## src/shared/servo_seq_pkg.sv

```systemverilog
// Shared constants and types for the servo enable sequencer and its host.
package servo_seq_pkg;
    localparam int CmdWidth = 32;
    localparam logic [CmdWidth-1:0] CmdZero = 32'h0000_0000;
    // Direction parameter value that keeps the command polarity.
    localparam logic DirKeep = 1'h0;
    // Cycles held in each step of the enable sequence (100 ns each).
    localparam int StepTimeNs = 1000;
    localparam int ClkPeriodNs = 100;
    localparam int StepCycles = (StepTimeNs + ClkPeriodNs - 1) / ClkPeriodNs;
    localparam int StepCntWidth = 4;
    localparam logic [StepCntWidth-1:0] StepLast = StepCntWidth'(StepCycles - 1);
    localparam logic [StepCntWidth-1:0] StepZero = 4'h0;
    localparam logic [StepCntWidth-1:0] StepOne = 4'h1;

    // Enable sequence states, one-hot.
    typedef enum logic [6:0] {
        SeqNotReady = 7'h01,
        SeqReady = 7'h02,
        SeqBrakeOff = 7'h04,
        SeqPowerOn = 7'h08,
        SeqHoldRel = 7'h10,
        SeqStatus = 7'h20,
        SeqRunning = 7'h40
    } seq_state_e;
endpackage

```

## src/shared/servo_link_if.sv

```systemverilog
// Link between the host motion controller and the servo drive sequencer.
`timescale 1ns/10ps
interface servo_link_if;
    logic servoEnableRequest;
    logic cmdValid;
    logic [servo_seq_pkg::CmdWidth-1:0] cmdValue;
    logic commPolarityObject;
    logic driveReady;
    logic servoEnabledStatus;
    logic cmdAccept;
    logic motorMoving;

    modport drive (
        input servoEnableRequest,
        input cmdValid,
        input cmdValue,
        input commPolarityObject,
        output driveReady,
        output servoEnabledStatus,
        output cmdAccept,
        output motorMoving
    );
    modport host (
        output servoEnableRequest,
        output cmdValid,
        output cmdValue,
        output commPolarityObject,
        input driveReady,
        input servoEnabledStatus,
        input cmdAccept,
        input motorMoving
    );
endinterface // servo_link_if

```

## src/core/servo_enable_sequencer.sv

```systemverilog
// Drive-side enable sequencer with command polarity handling.
`timescale 1ns/10ps
// Contract
// - Direction parameter value 1 reverses rotation.
// - Value 0 keeps command polarity unchanged.
// - Ready only after init and main power.
// - Enabled status set; commands still rejected then.
// - Ready display, then status; operable without alarm.
// - Host disables drive before trial jog.
// - Host sends enable before motion commands.
// - Host applies holding brake only when stopped.
// - Host disables only after motor stops; a drop of driveReady disables it at once.
module servo_enable_sequencer (
    input wire logic core_clk,
    input wire logic rst,
    servo_link_if.drive link,
    input wire logic cpuInitDone,
    input wire logic mainPowerOn,
    input wire logic alarmActive,
    input wire logic directionInvertParam,
    output logic dynamicBrakeActive,
    output logic motorPowerOn,
    output logic holdingBrakeRelease,
    output logic panelReadyMsg,
    output logic panelStatusDisplay,
    output logic operable,
    output logic [servo_seq_pkg::CmdWidth-1:0] motorCmd,
    output logic motorCmdValid
);
    servo_seq_pkg::seq_state_e state_q, state_d;
    logic [servo_seq_pkg::StepCntWidth-1:0] stepCnt_q, stepCnt_d;
    logic [servo_seq_pkg::CmdWidth-1:0] motorCmd_q;
    logic motorCmdValid_q;
    logic directionLatched_q;
    logic paramCaptured_q;
    logic shownReady_q;
    logic [2:0] initSync_q, powerSync_q, reqSync_q, alarmSync_q;
    logic initOk, powerOk, reqOk, alarmOn, stepDone, invert, takeCmd;
    logic [servo_seq_pkg::CmdWidth-1:0] cmdSigned;

    // Pins from outside pass three flops; a rise counts once stages two and three agree, a fall once stage two sees it.
    always_ff @(posedge core_clk or posedge rst) begin
        if (rst) begin
            initSync_q <= 3'h0;
            powerSync_q <= 3'h0;
            reqSync_q <= 3'h0;
            alarmSync_q <= 3'h0;
        end else begin
            initSync_q <= {initSync_q[1:0], cpuInitDone};
            powerSync_q <= {powerSync_q[1:0], mainPowerOn};
            reqSync_q <= {reqSync_q[1:0], link.servoEnableRequest};
            alarmSync_q <= {alarmSync_q[1:0], alarmActive};
        end
    end

    // The parameter takes effect after restart, so it is sampled once after reset release.
    always_ff @(posedge core_clk or posedge rst) begin
        if (rst) begin
            directionLatched_q <= servo_seq_pkg::DirKeep;
            paramCaptured_q <= 1'h0;
        end else if (!paramCaptured_q) begin
            directionLatched_q <= directionInvertParam;
            paramCaptured_q <= 1'h1;
        end
    end

    // Held levels only; a one-cycle high glitch on stage one is never seen here, a one-cycle low glitch is.
    assign initOk = initSync_q[2] & initSync_q[1];
    assign powerOk = powerSync_q[2] & powerSync_q[1];
    assign reqOk = reqSync_q[2] & reqSync_q[1];
    // An alarm counts once both late stages see it, so a single-cycle spike is ignored.
    assign alarmOn = alarmSync_q[2] & alarmSync_q[1];
    assign stepDone = (stepCnt_q == servo_seq_pkg::StepLast);
    // Local parameter wins; the polarity object counts only when it is zero.
    assign invert = (directionLatched_q != servo_seq_pkg::DirKeep) ? 1'h1
        : link.commPolarityObject;
    assign cmdSigned = invert ? (servo_seq_pkg::CmdZero - link.cmdValue) : link.cmdValue;
    // Commands pass only in the running state, never in the first status cycle.
    assign takeCmd = (state_q == servo_seq_pkg::SeqRunning) & link.cmdValid;

    // Sequence: ready, then each actuator step held for a fixed time.
    always_comb begin
        state_d = state_q;
        stepCnt_d = stepDone ? stepCnt_q : stepCnt_q + servo_seq_pkg::StepOne;
        if (alarmOn || !initOk || !powerOk) begin
            state_d = servo_seq_pkg::SeqNotReady;
            stepCnt_d = servo_seq_pkg::StepZero;
        end else begin
            case (state_q)
                servo_seq_pkg::SeqNotReady: begin
                    state_d = servo_seq_pkg::SeqReady;
                end
                servo_seq_pkg::SeqReady: begin
                    if (reqOk) begin
                        state_d = servo_seq_pkg::SeqBrakeOff;
                        stepCnt_d = servo_seq_pkg::StepZero;
                    end
                end
                servo_seq_pkg::SeqBrakeOff: begin
                    if (stepDone) begin
                        state_d = servo_seq_pkg::SeqPowerOn;
                        stepCnt_d = servo_seq_pkg::StepZero;
                    end
                end
                servo_seq_pkg::SeqPowerOn: begin
                    if (stepDone) begin
                        state_d = servo_seq_pkg::SeqHoldRel;
                        stepCnt_d = servo_seq_pkg::StepZero;
                    end
                end
                servo_seq_pkg::SeqHoldRel: begin
                    if (stepDone) begin
                        state_d = servo_seq_pkg::SeqStatus;
                    end
                end
                servo_seq_pkg::SeqStatus: begin
                    state_d = servo_seq_pkg::SeqRunning;
                end
                servo_seq_pkg::SeqRunning: begin
                    state_d = servo_seq_pkg::SeqRunning;
                end
                default: begin
                    state_d = servo_seq_pkg::SeqNotReady;
                end
            endcase
            // Dropping the request unwinds the whole sequence back to ready.
            if (!reqOk && state_q != servo_seq_pkg::SeqNotReady) begin
                state_d = servo_seq_pkg::SeqReady;
            end
        end
    end

    // State, step counter, panel memory and the registered command path.
    always_ff @(posedge core_clk or posedge rst) begin
        if (rst) begin
            state_q <= servo_seq_pkg::SeqNotReady;
            stepCnt_q <= servo_seq_pkg::StepZero;
            shownReady_q <= 1'h0;
            motorCmd_q <= servo_seq_pkg::CmdZero;
            motorCmdValid_q <= 1'h0;
        end else begin
            state_q <= state_d;
            stepCnt_q <= stepCnt_d;
            shownReady_q <= shownReady_q | (state_q != servo_seq_pkg::SeqNotReady);
            motorCmdValid_q <= takeCmd;
            if (takeCmd) begin
                motorCmd_q <= cmdSigned;
            end
        end
    end

    // Outputs decoded from the state, the command registers and the panel memory; brake stays applied until the first step.
    assign link.driveReady = (state_q != servo_seq_pkg::SeqNotReady);
    assign link.servoEnabledStatus = (state_q == servo_seq_pkg::SeqStatus)
        | (state_q == servo_seq_pkg::SeqRunning);
    assign link.cmdAccept = takeCmd;
    assign link.motorMoving = motorCmdValid_q & (motorCmd_q != servo_seq_pkg::CmdZero);
    assign dynamicBrakeActive = (state_q == servo_seq_pkg::SeqNotReady)
        | (state_q == servo_seq_pkg::SeqReady);
    assign motorPowerOn = (state_q == servo_seq_pkg::SeqPowerOn)
        | (state_q == servo_seq_pkg::SeqHoldRel) | link.servoEnabledStatus;
    assign holdingBrakeRelease = (state_q == servo_seq_pkg::SeqHoldRel)
        | link.servoEnabledStatus;
    // The ready message shows until the cycle after the drive first becomes ready, then the status view.
    assign panelReadyMsg = !shownReady_q;
    assign panelStatusDisplay = shownReady_q;
    assign operable = link.driveReady & !alarmOn;
    assign motorCmd = motorCmd_q;
    assign motorCmdValid = motorCmdValid_q;
endmodule // servo_enable_sequencer

```

## src/flat_wrapper.sv

```systemverilog
// flat-port wrapper written by rule: the top's interface ports become plain ports
module servo_enable_sequencer_flat 
  (core_clk, rst, cpuInitDone, mainPowerOn, alarmActive, directionInvertParam, dynamicBrakeActive, motorPowerOn, holdingBrakeRelease, panelReadyMsg, panelStatusDisplay, operable, motorCmd, motorCmdValid, link_servoEnableRequest, link_cmdValid, link_cmdValue, link_commPolarityObject, link_driveReady, link_servoEnabledStatus, link_cmdAccept, link_motorMoving);
  servo_link_if link_i ();
  input wire logic core_clk;
  input wire logic rst;
  input wire logic cpuInitDone;
  input wire logic mainPowerOn;
  input wire logic alarmActive;
  input wire logic directionInvertParam;
  output logic dynamicBrakeActive;
  output logic motorPowerOn;
  output logic holdingBrakeRelease;
  output logic panelReadyMsg;
  output logic panelStatusDisplay;
  output logic operable;
  output logic [servo_seq_pkg::CmdWidth-1:0] motorCmd;
  output logic motorCmdValid;
  input wire logic [$bits(link_i.servoEnableRequest)-1:0] link_servoEnableRequest;
  input wire logic [$bits(link_i.cmdValid)-1:0] link_cmdValid;
  input wire logic [$bits(link_i.cmdValue)-1:0] link_cmdValue;
  input wire logic [$bits(link_i.commPolarityObject)-1:0] link_commPolarityObject;
  output wire logic [$bits(link_i.driveReady)-1:0] link_driveReady;
  output wire logic [$bits(link_i.servoEnabledStatus)-1:0] link_servoEnabledStatus;
  output wire logic [$bits(link_i.cmdAccept)-1:0] link_cmdAccept;
  output wire logic [$bits(link_i.motorMoving)-1:0] link_motorMoving;
  assign link_i.servoEnableRequest = link_servoEnableRequest;
  assign link_i.cmdValid = link_cmdValid;
  assign link_i.cmdValue = link_cmdValue;
  assign link_i.commPolarityObject = link_commPolarityObject;
  assign link_driveReady = link_i.driveReady;
  assign link_servoEnabledStatus = link_i.servoEnabledStatus;
  assign link_cmdAccept = link_i.cmdAccept;
  assign link_motorMoving = link_i.motorMoving;
  servo_enable_sequencer u_core (.core_clk(core_clk), .rst(rst), .link(link_i), .cpuInitDone(cpuInitDone), .mainPowerOn(mainPowerOn), .alarmActive(alarmActive), .directionInvertParam(directionInvertParam), .dynamicBrakeActive(dynamicBrakeActive), .motorPowerOn(motorPowerOn), .holdingBrakeRelease(holdingBrakeRelease), .panelReadyMsg(panelReadyMsg), .panelStatusDisplay(panelStatusDisplay), .operable(operable), .motorCmd(motorCmd), .motorCmdValid(motorCmdValid));
endmodule
```

## config.mk

```make
export PLATFORM = sky130hd
export DESIGN_NAME = servo_enable_sequencer_flat
export DESIGN_NICKNAME = d
export VERILOG_FILES = /design/src/shared/servo_seq_pkg.sv /design/src/shared/servo_link_if.sv /design/src/core/servo_enable_sequencer.sv /design/src/flat_wrapper.sv
export SDC_FILE = /design/constraint.sdc
export NUM_CORES = 1
export LEC_CHECK = 0
export BUFFER_PORTS_ARGS = -buffer_cell sky130_fd_sc_hd__clkbuf_2
export CAP_MARGIN = 20
export CORE_MARGIN = 2
export CORE_UTILIZATION = 53
export CTS_CLUSTER_SIZE = 24
export DETAILED_ROUTE_END_ITERATION = 10
export PLACE_DENSITY_LB_ADDON = 0.3
export SETUP_SLACK_MARGIN = 0.2
export SYNTH_ARGS = -nofsm -noshare
export SYNTH_HDL_FRONTEND = slang
export SYNTH_SLANG_ARGS = --single-unit
```

## constraint.sdc

```tcl
create_clock -name core_clk -period 2.8 [get_ports core_clk]
set_input_delay 0.56 -clock core_clk [delete_from_list [all_inputs] [get_ports core_clk]]
set_output_delay 0.56 -clock core_clk [all_outputs]
set_load 0.01 [all_outputs]
```

==> flow_summary.yaml <==
status:
  status: "finished, final reports clean"
clock_network:
  clk_pin_slew_ps: 70
  root_buffer: "clkbuf_8"
  cts_buffers: 9
  ctsLongestPathBuffers: 2
  cts_tree: "yes"
  ctsHoldBuffers: 0
  clk_latency_ps: 340
  h-tree-depth: 3
  cts_sinks: 59
floorplan:
  initial_utilization: 0.541
  fp.dieW_microns: 81.1
  dieArea_sq_um: 6570
  row_count: 28
  die_h_microns: 81.1
  coreArea_sq_um: 5820
  ios: 84
yosys:
  synth_area_sq_um: 3150
  synth_edf_count: 0
  syn_inst: 320
  synth.avg_cell_area_sq_um: 9.83
  synth_seq_area_share: 0.470
  synth_seq_cells: 59
  syn-num-nets: 365
  synth_ff_type: "dfrtp_1"
  ys_warn_count: 0
  synth.distinct_cells: 47
  async_flop_share: 1.00
worst_setup_path:
  critPathMaxFanout: 5
  required_ps: 2240
  end_kind: "output pin"
  path_class: "reg2out"
  ff2ff_path_depth: 6
  crit_end: "link_cmdAccept"
  crit_start: "u_core.state_q[3]$_DFFE_PP0P_"
  reg2reg_slack_ps: 600
  cp.arrival_ps: 1960
  reg2reg_to: "u_core.motorCmd[22]$_DFFE_PP0P_"
  reg2reg_from: "u_core.state_q[3]$_DFFE_PP0P_"
  startpoint_type: "flop"
pwr:
  p_seq_frac: 0.449
  power.internal_uw: 1450
  power_uw: 1940
  vdd_drop_max_mv: 0.279
  p_per_area_nw_per_um2: 503
  power.switching_uw: 489
  comb_power_share: 0.099
  swShare: 0.252
  p_leak_uw: 0.00185
  clock_power_share: 0.452
route:
  first_pass_iters: 4
  avgViaCountPerCell: 5.52
  wirelength_microns: 7310
  antenna_left: 0
  drc_errors: 0
  drt_iter0_markers: 140
  avgRoutedWirePerCell_microns: 14.9
  num_vias: 2697
finish:
  fillers: 507
  syn_to_final_growth_pct: 22.5
  antennaDiodeCount: 0
  nets: 454
  layout-drive-gt1-share: 0.333
global_route:
  grt_pass1_vias: 2594
  grt_overflow: 0
  grt_pass1_wl_microns: 12200
  antenna_found_initial: 0
  track_usage: 0.245
  grt_max_degree: 65
sta:
  max_slew.worst_pin.slew_ps: 689
  setup_violations: 0
  clock_skew_ps: 7.11
  period_minus_slack_ps: 2520
  setup-tns-final_ps: 0
  hold_viol: 0
  clock.fmax_ghz: 0.396
  slew_headroom: 0.540
  slew_violations: 0
  rsz0062_at_grt: "false"
  finalCritPeriodShare: 0.901
worst_hold_path:
  min_path_type: "in2async"
place:
  port_buffers: 83
  dpl.hpwl_microns: 5470
  gp_congestion: 0.891
job:
  maxCapViolCount: 0
critical path, cell delays in order (launching register included):
cell	delay, ps
dfrtp_1	390
or2_4	270
or3_4	350
or4_4	430
inv_2	70
buf_2	120
flip-flops by register name, indices dropped and copies added (netlist names):
signal,count
u_core.motorCmd,32
u_core.state_q,7
u_core.stepCnt_q,4
u_core.alarmSync_q,3
u_core.initSync_q,3
u_core.powerSync_q,3
u_core.reqSync_q,3
u_core.directionLatched_q,1
u_core.motorCmdValid,1
u_core.panelStatusDisplay,1
u_core.paramCaptured_q,1
placed cells by master, fill, tap and decap left out, types with 3 or more instances in the layout:
cell type,netlist,routed
or3_1,3,3
nor3_1,8,8
o31ai_1,5,5
o21ai_2,17,17
xor2_1,17,17
nor4_1,13,13
a21oi_1,11,11
nand4_1,4,4
nand3_1,6,6
o41ai_1,4,4
ha_1,4,4
a41oi_1,3,3
mux2i_1,3,3
dfrtp_1,58,57
clkbuf_2,0,82
nand2_1,42,42
a31oi_1,6,6
inv_1,10,8
xnor2_1,18,18
nor2_1,18,18
o21ai_0,6,6
nand2b_1,4,4
buf_4,0,9
clkbuf_8,0,9
o21ai_1,17,17
layout make-up:
cell class                 count  area, sq um  area share
multi-input combinational    237         1540       0.398
sequential                    59         1480       0.384
timing repair buffer          92          483       0.125
clock buffer                   9          124      0.0321
clock inverter                 7          101      0.0263
tap                           75         93.8      0.0244
inverter                      10         37.5     0.00974
power by group through the flow:
stage	logic (uW)	clock network (uW)	registers, uW
3_5_place_dp	193	0	886
3_3_place_gp	191	0	886
4_1_cts	194	890	870
2_1_floorplan	116	0	885
6_report	192	876	870
5_1_grt	216	932	871
worst min path at each step:
stage / end / slack, ps
2_1_floorplan: u_core.alarmSync_q[1]$_DFF_PP0_ / 330
3_3_place_gp: u_core.alarmSync_q[1]$_DFF_PP0_ / 330
3_5_place_dp: u_core.powerSync_q[1]$_DFF_PP0_ / 340
4_1_cts: u_core.powerSync_q[1]$_DFF_PP0_ / 190
5_1_grt: u_core.powerSync_q[1]$_DFF_PP0_ / 190
6_report: u_core.powerSync_q[1]$_DFF_PP0_ / 180
metrics by stage:
step	cell area [sq um]	util	hold WS (ps)	instances	worst slack [ps]
after floorplan	3150	-	331	320	350
after detailed placement	3610	0.621	336	471	310
final	3850	0.663	180	489	276
after global placement	3610	0.621	333	471	327
after CTS	3850	0.662	185	489	246
after global routing	3850	0.663	195	489	207
synthesized netlist by cell type (all sizes together) (5+ instances only):
library cell | n | share of area
o21ai | 40 | 0.084
inv | 10 | 0.012
buf | 7 | 0.023
a31oi | 6 | 0.012
dfrtp | 58 | 0.46
o31ai | 5 | 0.012
nand3 | 6 | 0.0095
nor3 | 8 | 0.013
a21oi | 11 | 0.017
clkbuf | 7 | 0.0084
nor2 | 18 | 0.021
xor2 | 17 | 0.047
nor4 | 14 | 0.033
o41ai | 5 | 0.016
xnor2 | 18 | 0.050
nand2 | 42 | 0.050
kinds of logic (layout without fill, tap and decap cells):
logic type	Yosys count	in the layout	synth area share
AOI/OAI and AO/OA	76	76	0.165
xor gates and xnor gates	35	35	0.0974
adders and majority gates	4	4	0.0159
buffers and inverters	24	118	0.0433
DFF	59	59	0.470
muxes	4	4	0.0131
other	1	1	0.00119
and+or+nand+nor	117	117	0.194
per-layer routing:
layer  part of all wire  global-route usage  vias to the layer above
li1                   -                   -                     1324
met1               0.45               0.325                     1262
met2               0.46               0.377                       94
met3              0.067              0.0578                       17
met4              0.023               0.124                        0
met5                  0                   0                        -
timing repair:
action,in CTS,in global routing
setup endpoints to repair,1,2
gates resized for setup,2,2
pin swaps,1,1
setup buffers,2,0
gates cloned,0,0
Note: power is estimated with default switching activity, not from simulation.
